**src/core/ttbc_pkg.sv**
```systemverilog
// Constants and types shared by the bulk/control split buffer and its downstream runner.
package ttbc_pkg;

	localparam int EP_W     = 11;
	localparam int DATA_W   = 32;
	localparam int NBUF_DEF = 2;
	localparam int ERR_LIMIT = 3;

	localparam logic [1:0] ERR_LAST = 2'(ERR_LIMIT - 1);
	localparam logic [1:0] ERR_ZERO = 2'h0;

	typedef enum logic [1:0] {
		BUF_FREE  = 2'b00,
		BUF_PEND  = 2'b01,
		BUF_READY = 2'b10,
		BUF_OLD   = 2'b11
	} ttbc_buf_t;

	typedef enum logic [1:0] {
		HS_ACK   = 2'b00,
		HS_NAK   = 2'b01,
		HS_NYET  = 2'b10,
		HS_STALL = 2'b11
	} ttbc_hs_t;

	typedef enum logic {
		SPLIT_START    = 1'b0,
		SPLIT_COMPLETE = 1'b1
	} ttbc_split_t;

	typedef enum logic [1:0] {
		RUN_IDLE  = 2'b00,
		RUN_ISSUE = 2'b01,
		RUN_WAIT  = 2'b10
	} ttbc_run_t;

endpackage : ttbc_pkg

```
**src/core/ttbc_ds_runner.sv**
```systemverilog
// Downstream engine that runs one buffered transaction with local error retries.
`timescale 1ns/1ps
module ttbc_ds_runner #(
	parameter int EP_W   = ttbc_pkg::EP_W,
	parameter int DATA_W = ttbc_pkg::DATA_W
) (
	input  wire logic              clk_sys,
	input  wire logic              srst,
	input  wire logic              ce,
	input  wire logic              job_valid,
	output logic                   job_ready,
	input  wire logic [EP_W-1:0]   job_ep,
	input  wire logic              job_in,
	input  wire logic [DATA_W-1:0] job_data,
	output logic                   fin_valid,
	output ttbc_pkg::ttbc_hs_t     fin_code,
	output logic [DATA_W-1:0]      fin_data,
	input  wire logic              ds_ready,
	output logic                   ds_start,
	output logic [EP_W-1:0]        ds_ep,
	output logic                   ds_in,
	output logic [DATA_W-1:0]      ds_wdata,
	input  wire logic              ds_done,
	input  wire logic              ds_err,
	input  wire ttbc_pkg::ttbc_hs_t ds_code,
	input  wire logic [DATA_W-1:0] ds_rdata,
	input  wire logic              eof
);

	ttbc_pkg::ttbc_run_t state, next_state;
	logic [1:0]          errcnt, next_errcnt;
	logic [EP_W-1:0]     next_ds_ep;
	logic                next_ds_in;
	logic [DATA_W-1:0]   next_ds_wdata;
	logic                next_fin_valid;
	ttbc_pkg::ttbc_hs_t  next_fin_code;
	logic [DATA_W-1:0]   next_fin_data;
	logic                fail;

	assign job_ready = (state == ttbc_pkg::RUN_IDLE);
	assign ds_start  = ce && (state == ttbc_pkg::RUN_ISSUE) && ds_ready;
	// An end of frame while the transfer is on the wire is handled like a transaction error.
	assign fail      = (ds_done && ds_err) || (eof && !ds_done);

	always_comb begin
		next_state     = state;
		next_errcnt    = errcnt;
		next_ds_ep     = ds_ep;
		next_ds_in     = ds_in;
		next_ds_wdata  = ds_wdata;
		next_fin_valid = 1'b0;
		next_fin_code  = fin_code;
		next_fin_data  = fin_data;
		unique case (state)
			ttbc_pkg::RUN_IDLE: begin
				if (job_valid) begin
					next_ds_ep    = job_ep;
					next_ds_in    = job_in;
					next_ds_wdata = job_data;
					next_errcnt   = ttbc_pkg::ERR_ZERO;
					next_state    = ttbc_pkg::RUN_ISSUE;
				end
			end
			ttbc_pkg::RUN_ISSUE: begin
				if (ds_ready) begin
					next_state = ttbc_pkg::RUN_WAIT;
				end
			end
			ttbc_pkg::RUN_WAIT: begin
				if (ds_done && !ds_err) begin
					next_fin_valid = 1'b1;
					next_fin_code  = ds_code;
					next_fin_data  = ds_rdata;
					next_state     = ttbc_pkg::RUN_IDLE;
				end else if (fail && errcnt == ttbc_pkg::ERR_LAST) begin
					next_fin_valid = 1'b1;
					next_fin_code  = ttbc_pkg::HS_STALL;
					next_fin_data  = '0;
					next_state     = ttbc_pkg::RUN_IDLE;
				end else if (fail) begin
					next_errcnt = errcnt + 2'h1;
					next_state  = ttbc_pkg::RUN_ISSUE;
				end
			end
			default: begin
				next_state = ttbc_pkg::RUN_IDLE;
			end
		endcase
	end

	always_ff @(posedge clk_sys) begin
		if (srst) begin
			state     <= ttbc_pkg::RUN_IDLE;
			errcnt    <= ttbc_pkg::ERR_ZERO;
			ds_ep     <= '0;
			ds_in     <= 1'b0;
			ds_wdata  <= '0;
			fin_valid <= 1'b0;
			fin_code  <= ttbc_pkg::HS_ACK;
			fin_data  <= '0;
		end else if (ce) begin
			state     <= next_state;
			errcnt    <= next_errcnt;
			ds_ep     <= next_ds_ep;
			ds_in     <= next_ds_in;
			ds_wdata  <= next_ds_wdata;
			fin_valid <= next_fin_valid;
			fin_code  <= next_fin_code;
			fin_data  <= next_fin_data;
		end
	end
endmodule : ttbc_ds_runner

```
**src/core/ttbc_split_buffer.sv**
```systemverilog
// Bulk/control split-transaction buffer pool with high-speed answers and downstream scheduling.
`timescale 1ns/1ps
module ttbc_split_buffer #(
	parameter int NBUF   = ttbc_pkg::NBUF_DEF,
	parameter int EP_W   = ttbc_pkg::EP_W,
	parameter int DATA_W = ttbc_pkg::DATA_W
) (
	input  wire logic                 clk_sys,
	input  wire logic                 srst,
	input  wire logic                 ce,
	input  wire logic                 req_valid,
	input  wire ttbc_pkg::ttbc_split_t req_kind,
	input  wire logic [EP_W-1:0]      req_ep,
	input  wire logic                 req_in,
	input  wire logic [DATA_W-1:0]    req_data,
	output logic                      resp_valid,
	output ttbc_pkg::ttbc_hs_t        resp_code,
	output logic [DATA_W-1:0]         resp_data,
	input  wire logic                 clr_valid,
	input  wire logic [EP_W-1:0]      clr_ep,
	input  wire logic                 ds_ready,
	output logic                      ds_start,
	output logic [EP_W-1:0]           ds_ep,
	output logic                      ds_in,
	output logic [DATA_W-1:0]         ds_wdata,
	input  wire logic                 ds_done,
	input  wire logic                 ds_err,
	input  wire ttbc_pkg::ttbc_hs_t   ds_code,
	input  wire logic [DATA_W-1:0]    ds_rdata,
	input  wire logic                 eof
);

	localparam int IDX_W = (NBUF > 1) ? $clog2(NBUF) : 1;

	ttbc_pkg::ttbc_buf_t st[NBUF], next_st[NBUF];
	logic [EP_W-1:0]     ep_tab[NBUF], next_ep_tab[NBUF];
	logic                in_tab[NBUF], next_in_tab[NBUF];
	logic [DATA_W-1:0]   wd_tab[NBUF], next_wd_tab[NBUF];
	ttbc_pkg::ttbc_hs_t  code_tab[NBUF], next_code_tab[NBUF];
	logic [DATA_W-1:0]   rd_tab[NBUF], next_rd_tab[NBUF];

	logic                next_resp_valid;
	ttbc_pkg::ttbc_hs_t  next_resp_code;
	logic [DATA_W-1:0]   next_resp_data;
	logic                run_busy, next_run_busy;
	logic                run_live, next_run_live;
	logic [IDX_W-1:0]    run_idx, next_run_idx;

	logic [NBUF-1:0]     m_free, m_live, m_old, m_pend;
	logic [IDX_W:0]      free_sel, live_sel, old_sel, pend_sel, hit_sel;
	logic [IDX_W-1:0]    hit_idx;
	logic                ss, cs, cs_done;
	ttbc_pkg::ttbc_hs_t  hit_code;
	logic [DATA_W-1:0]   hit_data;
	logic                job_valid, job_ready, job_go;
	logic                fin_valid;
	ttbc_pkg::ttbc_hs_t  fin_code;
	logic [DATA_W-1:0]   fin_data;

	// Lowest buffer whose mask bit is set; the top bit flags that one was found.
	function automatic logic [IDX_W:0] first_set(input logic [NBUF-1:0] m);
		first_set = '0;
		for (int i = NBUF - 1; i >= 0; i--) begin
			if (m[i]) begin
				first_set = {1'b1, IDX_W'(i)};
			end
		end
	endfunction : first_set

	always_comb begin
		for (int i = 0; i < NBUF; i++) begin
			// Only free or old buffers may take a new start-split.
			m_free[i] = (st[i] == ttbc_pkg::BUF_FREE) || (st[i] == ttbc_pkg::BUF_OLD);
			m_live[i] = ((st[i] == ttbc_pkg::BUF_PEND) || (st[i] == ttbc_pkg::BUF_READY)) && (ep_tab[i] == req_ep);
			m_old[i]  = (st[i] == ttbc_pkg::BUF_OLD) && (ep_tab[i] == req_ep);
			m_pend[i] = (st[i] == ttbc_pkg::BUF_PEND);
		end
	end

	assign free_sel  = first_set(m_free);
	assign live_sel  = first_set(m_live);
	assign old_sel   = first_set(m_old);
	assign pend_sel  = first_set(m_pend);
	// A live buffer outranks an old one of the same endpoint.
	assign hit_sel   = live_sel[IDX_W] ? live_sel : old_sel;
	assign hit_idx   = hit_sel[IDX_W-1:0];
	assign hit_code  = code_tab[hit_idx];
	assign hit_data  = rd_tab[hit_idx];
	assign ss        = ce && req_valid && (req_kind == ttbc_pkg::SPLIT_START);
	assign cs        = ce && req_valid && (req_kind == ttbc_pkg::SPLIT_COMPLETE);
	assign cs_done   = cs && hit_sel[IDX_W] && (st[hit_idx] != ttbc_pkg::BUF_PEND);
	assign job_valid = pend_sel[IDX_W] && !run_busy;
	assign job_go    = job_valid && job_ready;

	ttbc_ds_runner #(
		.EP_W   (EP_W),
		.DATA_W (DATA_W)
	) u_runner (
		.clk_sys   (clk_sys),
		.srst      (srst),
		.ce        (ce),
		.job_valid (job_valid),
		.job_ready (job_ready),
		.job_ep    (ep_tab[pend_sel[IDX_W-1:0]]),
		.job_in    (in_tab[pend_sel[IDX_W-1:0]]),
		.job_data  (wd_tab[pend_sel[IDX_W-1:0]]),
		.fin_valid (fin_valid),
		.fin_code  (fin_code),
		.fin_data  (fin_data),
		.ds_ready  (ds_ready),
		.ds_start  (ds_start),
		.ds_ep     (ds_ep),
		.ds_in     (ds_in),
		.ds_wdata  (ds_wdata),
		.ds_done   (ds_done),
		.ds_err    (ds_err),
		.ds_code   (ds_code),
		.ds_rdata  (ds_rdata),
		.eof       (eof)
	);

	always_comb begin
		next_st         = st;
		next_ep_tab     = ep_tab;
		next_in_tab     = in_tab;
		next_wd_tab     = wd_tab;
		next_code_tab   = code_tab;
		next_rd_tab     = rd_tab;
		next_resp_valid = 1'b0;
		next_resp_code  = resp_code;
		next_resp_data  = resp_data;
		next_run_busy   = run_busy;
		next_run_live   = run_live;
		next_run_idx    = run_idx;
		// A result is kept only if its buffer was not cleared while on the wire.
		if (fin_valid) begin
			next_run_busy = 1'b0;
			if (run_live) begin
				next_st[run_idx]       = ttbc_pkg::BUF_READY;
				next_code_tab[run_idx] = fin_code;
				next_rd_tab[run_idx]   = fin_data;
			end
		end
		if (job_go) begin
			next_run_busy = 1'b1;
			next_run_live = 1'b1;
			next_run_idx  = pend_sel[IDX_W-1:0];
		end
		if (ss) begin
			next_resp_valid = 1'b1;
			next_resp_data  = '0;
			if (live_sel[IDX_W]) begin
				next_resp_code = ttbc_pkg::HS_ACK;
			end else if (free_sel[IDX_W]) begin
				next_resp_code                        = ttbc_pkg::HS_ACK;
				next_st[free_sel[IDX_W-1:0]]          = ttbc_pkg::BUF_PEND;
				next_ep_tab[free_sel[IDX_W-1:0]]      = req_ep;
				next_in_tab[free_sel[IDX_W-1:0]]      = req_in;
				next_wd_tab[free_sel[IDX_W-1:0]]      = req_data;
			end else begin
				next_resp_code = ttbc_pkg::HS_NAK;
			end
		end
		if (cs) begin
			next_resp_valid = 1'b1;
			next_resp_data  = '0;
			if (!hit_sel[IDX_W]) begin
				next_resp_code = ttbc_pkg::HS_STALL;
			end else if (st[hit_idx] == ttbc_pkg::BUF_PEND) begin
				next_resp_code = ttbc_pkg::HS_NYET;
			end else begin
				next_resp_code   = hit_code;
				next_resp_data   = hit_data;
				next_st[hit_idx] = ttbc_pkg::BUF_OLD;
			end
		end
		// A clear is applied last so it wins over anything else done this cycle to buffers already holding that endpoint.
		if (clr_valid) begin
			for (int i = 0; i < NBUF; i++) begin
				if (st[i] != ttbc_pkg::BUF_FREE && ep_tab[i] == clr_ep) begin
					next_st[i] = ttbc_pkg::BUF_FREE;
					if (IDX_W'(i) == next_run_idx) begin
						next_run_live = 1'b0;
					end
				end
			end
		end
	end

	always_ff @(posedge clk_sys) begin
		if (srst) begin
			for (int i = 0; i < NBUF; i++) begin
				st[i]       <= ttbc_pkg::BUF_FREE;
				ep_tab[i]   <= '0;
				in_tab[i]   <= 1'b0;
				wd_tab[i]   <= '0;
				code_tab[i] <= ttbc_pkg::HS_ACK;
				rd_tab[i]   <= '0;
			end
			resp_valid <= 1'b0;
			resp_code  <= ttbc_pkg::HS_ACK;
			resp_data  <= '0;
			run_busy   <= 1'b0;
			run_live   <= 1'b0;
			run_idx    <= '0;
		end else if (ce) begin
			st         <= next_st;
			ep_tab     <= next_ep_tab;
			in_tab     <= next_in_tab;
			wd_tab     <= next_wd_tab;
			code_tab   <= next_code_tab;
			rd_tab     <= next_rd_tab;
			resp_valid <= next_resp_valid;
			resp_code  <= next_resp_code;
			resp_data  <= next_resp_data;
			run_busy   <= next_run_busy;
			run_live   <= next_run_live;
			run_idx    <= next_run_idx;
		end
	end

	for (genvar g = 0; g < NBUF; g++) begin : g_clr

	end
endmodule : ttbc_split_buffer

```
**config.mk**
```make
export PLATFORM = sky130hd
export DESIGN_NAME = ttbc_split_buffer
export DESIGN_NICKNAME = d
export VERILOG_FILES = /design/src/core/ttbc_pkg.sv /design/src/core/ttbc_ds_runner.sv /design/src/core/ttbc_split_buffer.sv
export SDC_FILE = /design/constraint.sdc
export NUM_CORES = 1
export LEC_CHECK = 0
export BUFFER_PORTS_ARGS = -buffer_cell sky130_fd_sc_hd__buf_2
export CAP_MARGIN = 20
export CORE_MARGIN = 3
export CORE_UTILIZATION = 60
export CTS_CLUSTER_SIZE = 10
export DETAILED_ROUTE_END_ITERATION = 6
export GPL_TIMING_DRIVEN = 0
export PLACE_DENSITY = 0.84
export SETUP_SLACK_MARGIN = 0.15
export SLEW_MARGIN = 10
export SYNTH_ARGS = -nofsm -noshare
export SYNTH_HDL_FRONTEND = slang
export SYNTH_SLANG_ARGS = --single-unit
```
**constraint.sdc**
```tcl
create_clock -name clk_sys -period 4.2 [get_ports clk_sys]
set_clock_uncertainty 0.2 [all_clocks]
set_input_delay 0.84 -clock clk_sys [delete_from_list [all_inputs] [get_ports clk_sys]]
set_output_delay 0.84 -clock clk_sys [all_outputs]
set_load 0.01 [all_outputs]
```
==> run metrics <==
worst reg2reg setup slack=1280 ps; Synth Flop Type=dfxtp_1; first drt pass iteration count=5; part of the cycle the worst path needs=0.696; sequential cell area=5630 sq um; Port Buffers=~180; CTS Buffer Depth=3; Clock Tree Root=clkbuf_16; CTS clk-pin slew, worst paths=~50 ps; r2r worst-path depth=9; Highest Clock Rate=~0.34 GHz; final WL=31400 um; TritonCTS clock tree=done; endpoints failing hold=0; Post-synth ARST share=0; Vias/cell=5.68; total CTS buffers=34; sw power=~1.3 mW; Min-Delay Startpoint=wd_tab[44]$_SDFFE_PP0P_; syn_nets=~1400; filler instances=1416; sequential share of power=0.493; via count of the first global-routing pass=roughly 10000; post-synth top area cell=dfxtp_1; crit-path max FO=7; pwr dens=a little over 400 nW/um^2; #FFs+latches synth=between 200 and 300; worst vdd ir=0.000265 V; Post-synth EDFFs=0; All-Layer GR Usage=0.295; unrepaired setup endpoints after global routing=false; critical path class=flop to flop; xor/xnor share of the synthesized area=0.0333; Worst-Margin Slew=830 ps; Int Power=roughly 4.3 mW; H-Tree Depth=2; setup_tns=0 ps; multi-input logic area=about 5500 sq um; final setup violating endpoints=0; Die X-Extent=between 100 and 150 um; dpl cell area=roughly 13000 sq um; Antenna Nets Post-Route=0; Core Region=between 15000 and 20000 sq um; multiplexer share of the synthesized area=0.0788; dpl hpwl=22000 um; DIE AREA=about 21000 sq um; layout overhead on the synthesized area=18.3%; Arr. time, crit path=about 3100 ps; Post-Place Setup Slack=938 ps; Synth cell types=53; largest family of logic cells by synthesized area=simple AND/OR/NAND/NOR gates; total congestion overflow=0; largest net degree at the start of global routing=11; clk sinks=roughly 280; post-DR wirelength/cell=17.5 um; Switching Share=0.230; die height=~140 um; part of the power in the clock network=0.451; fin. max-slew vios=0; Starting Density=0.614; Critical Path RT=~4400 ps; Mean Syn Cell Area=8.79 sq um; Tmin final=just under 3000 ps; final setup margin=roughly 1300 ps; post-synth top area share=0.486; Lkg Pwr=between 5 and 6 nW; Syn Std Cell Area=11600 sq um; Hold WC Path Type=flop to flop; Hold WS=252 ps; Core Util, Final=0.727; register area share after synthesis=0.486; clock latency on the worst-skew pair=500 ps; combinational power share=0.056; Cell Rows=50; postcts setup bufs=0; Placer Congestion=between 0.8 and 0.9; R2R Path Start=st[0]$_SDFFE_PP0P_; relative slew slack=0.442; io pins=179; Cells after Synth=roughly 1300; R2R Path End=resp_code[0]$_SDFFE_PP0P_; Nets=1635; largest cells by area after synthesis=dfxtp_1 (49%), nand2_1 (9.8%), mux2i_1 (7.9%); global-route wire length before repair=a little under 50000 um; Synth Area in Compound Gates=0.171; synthesis warning total=0; antenna violations before repair=0; hold buffers post-CTS=0; status=finished, final reports clean; area share of fa/ha/maj cells after synthesis=0.00757; Max-cap violations=0; post-synthesis simple-gate area fraction=0.182; worst hold stages=2; CP Capture Type=flop; fin area=around 14000 sq um; DR iter-0 viols=around 640; Setup crit start=st[0]$_SDFFE_PP0P_; routed vias=around 10000; Hold Path Sink=wd_tab[44]$_SDFFE_PP0P_; share of layout cells above drive strength 1=0.204; residual DRC count=0; Startpoint Class=flop; post_cts resized=0
==> cells in the mapped netlist (all sizes together), types with 2 or more instances <==
cell and count:
nand2 301, dfxtp 281, a21oi 186, nor2 102
mux2i 91, clkbuf 63, a211oi 45, nand3 39
buf 36, a22oi 33, xor2 31, xnor2 13
nor4 10, inv 9, nor3 9, o21ai 8
ha 7, nand2b 5, and2 4, nor2b 4
or3 4, and3 3, nand4 3, a21boi 2
a21o 2, a41o 2, and4b 2, nor3b 2
nor4b 2, o311ai 2, o31ai 2, o32ai 2
==> power groups by stage <==
stage	sequential, mW	clock, mW	combinational (mW)
CTS	2.72	2.51	0.309
finish	2.72	2.49	0.312
floorplan	2.78	0	0.160
global route	2.73	2.62	0.340
global placement	2.78	0	0.300
detailed placement	2.78	0	0.306
==> routing by layer <==
metal,share of wire,up-vias,wire (um),GRT usage
li1,-,4905,-,-
met3,0.066,80,2080,0.0447
met2,0.50,407,15600,0.517
met1,0.41,4790,12700,0.369
met5,0,-,0,0
met4,0.030,0,931,0.105
==> registers in the layout, summed over array words and instances (netlist names) <==
| signal | flops |
|---|---|
| run_idx | 1 |
| in_tab | 2 |
| u_runner.ds_ep | 11 |
| run_live | 1 |
| u_runner.fin_code | 2 |
| resp_data | 32 |
| st | 4 |
| ep_tab | 22 |
| resp_valid | 1 |
| wd_tab | 64 |
| u_runner.ds_in | 1 |
| run_busy | 1 |
| resp_code | 2 |
| u_runner.ds_wdata | 32 |
| code_tab | 4 |
| u_runner.state | 2 |
| u_runner.fin_valid | 1 |
| rd_tab | 64 |
| u_runner.errcnt | 2 |
| u_runner.fin_data | 32 |
==> metrics by stage <==
step / instances / power, mW
2_1_floorplan: 1315 / 2.94
3_3_place_gp: 1753 / 3.08
3_5_place_dp: 1753 / 3.09
4_1_cts: 1792 / 5.54
5_1_grt: 1792 / 5.68
6_report: 1793 / 5.53
==> critical path, cell delays in order, from the launching register on <==
cell and delay (ps):
dfxtp_1 370, inv_1 90, ha_1 290, clkbuf_1 200
inv_1 100, a21oi_1 90, nor4_1 700, nor3b_1 130
o311ai_0 490, a211oi_1 130
==> layout by cell type (no fill, tap or decap), drive strengths merged, types with 3 or more instances in the layout <==
| cell | instances |
|---|---|
| xnor2 | 13 |
| nand3 | 39 |
| mux2i | 91 |
| nor2b | 4 |
| and3 | 3 |
| nand2 | 301 |
| or3 | 4 |
| buf | 214 |
| xor2 | 31 |
| nand4 | 3 |
| a211oi | 45 |
| inv | 12 |
| a22oi | 33 |
| and2 | 4 |
| ha | 7 |
| nor3 | 9 |
| dfxtp | 281 |
| a21oi | 186 |
| clkbuf | 98 |
| nand2b | 5 |
| nor2 | 102 |
| o21ai | 8 |
| nor4 | 10 |
==> worst max path at each step <==
stage	to	slack, ps
2_1_floorplan	resp_data[20]$_SDFFE_PP0P_	1530
3_3_place_gp	resp_data[14]$_SDFFE_PP0P_	930
3_5_place_dp	resp_data[20]$_SDFFE_PP0P_	940
4_1_cts	resp_code[0]$_SDFFE_PP0P_	1320
5_1_grt	resp_code[0]$_SDFFE_PP0P_	1040
6_report	resp_code[0]$_SDFFE_PP0P_	1280
==> kinds of logic after synthesis <==
family	after synthesis
mux	91
fa+ha+maj	7
xor+xnor	44
flops	281
buf+inv	108
simple gates	494
compound gates	290
==> area by class of cell <==
class	count	share of cell area
sequential	281	0.411
multi-input combinational	926	0.399
timing repair buffer	178	0.0651
clock buffer	35	0.0625
buffer	99	0.0327
tap	260	0.0238
clock inverter	4	0.00311
inverter	9	0.00247
antenna	1	0.000183
Note: power is estimated with default switching activity, not from simulation.
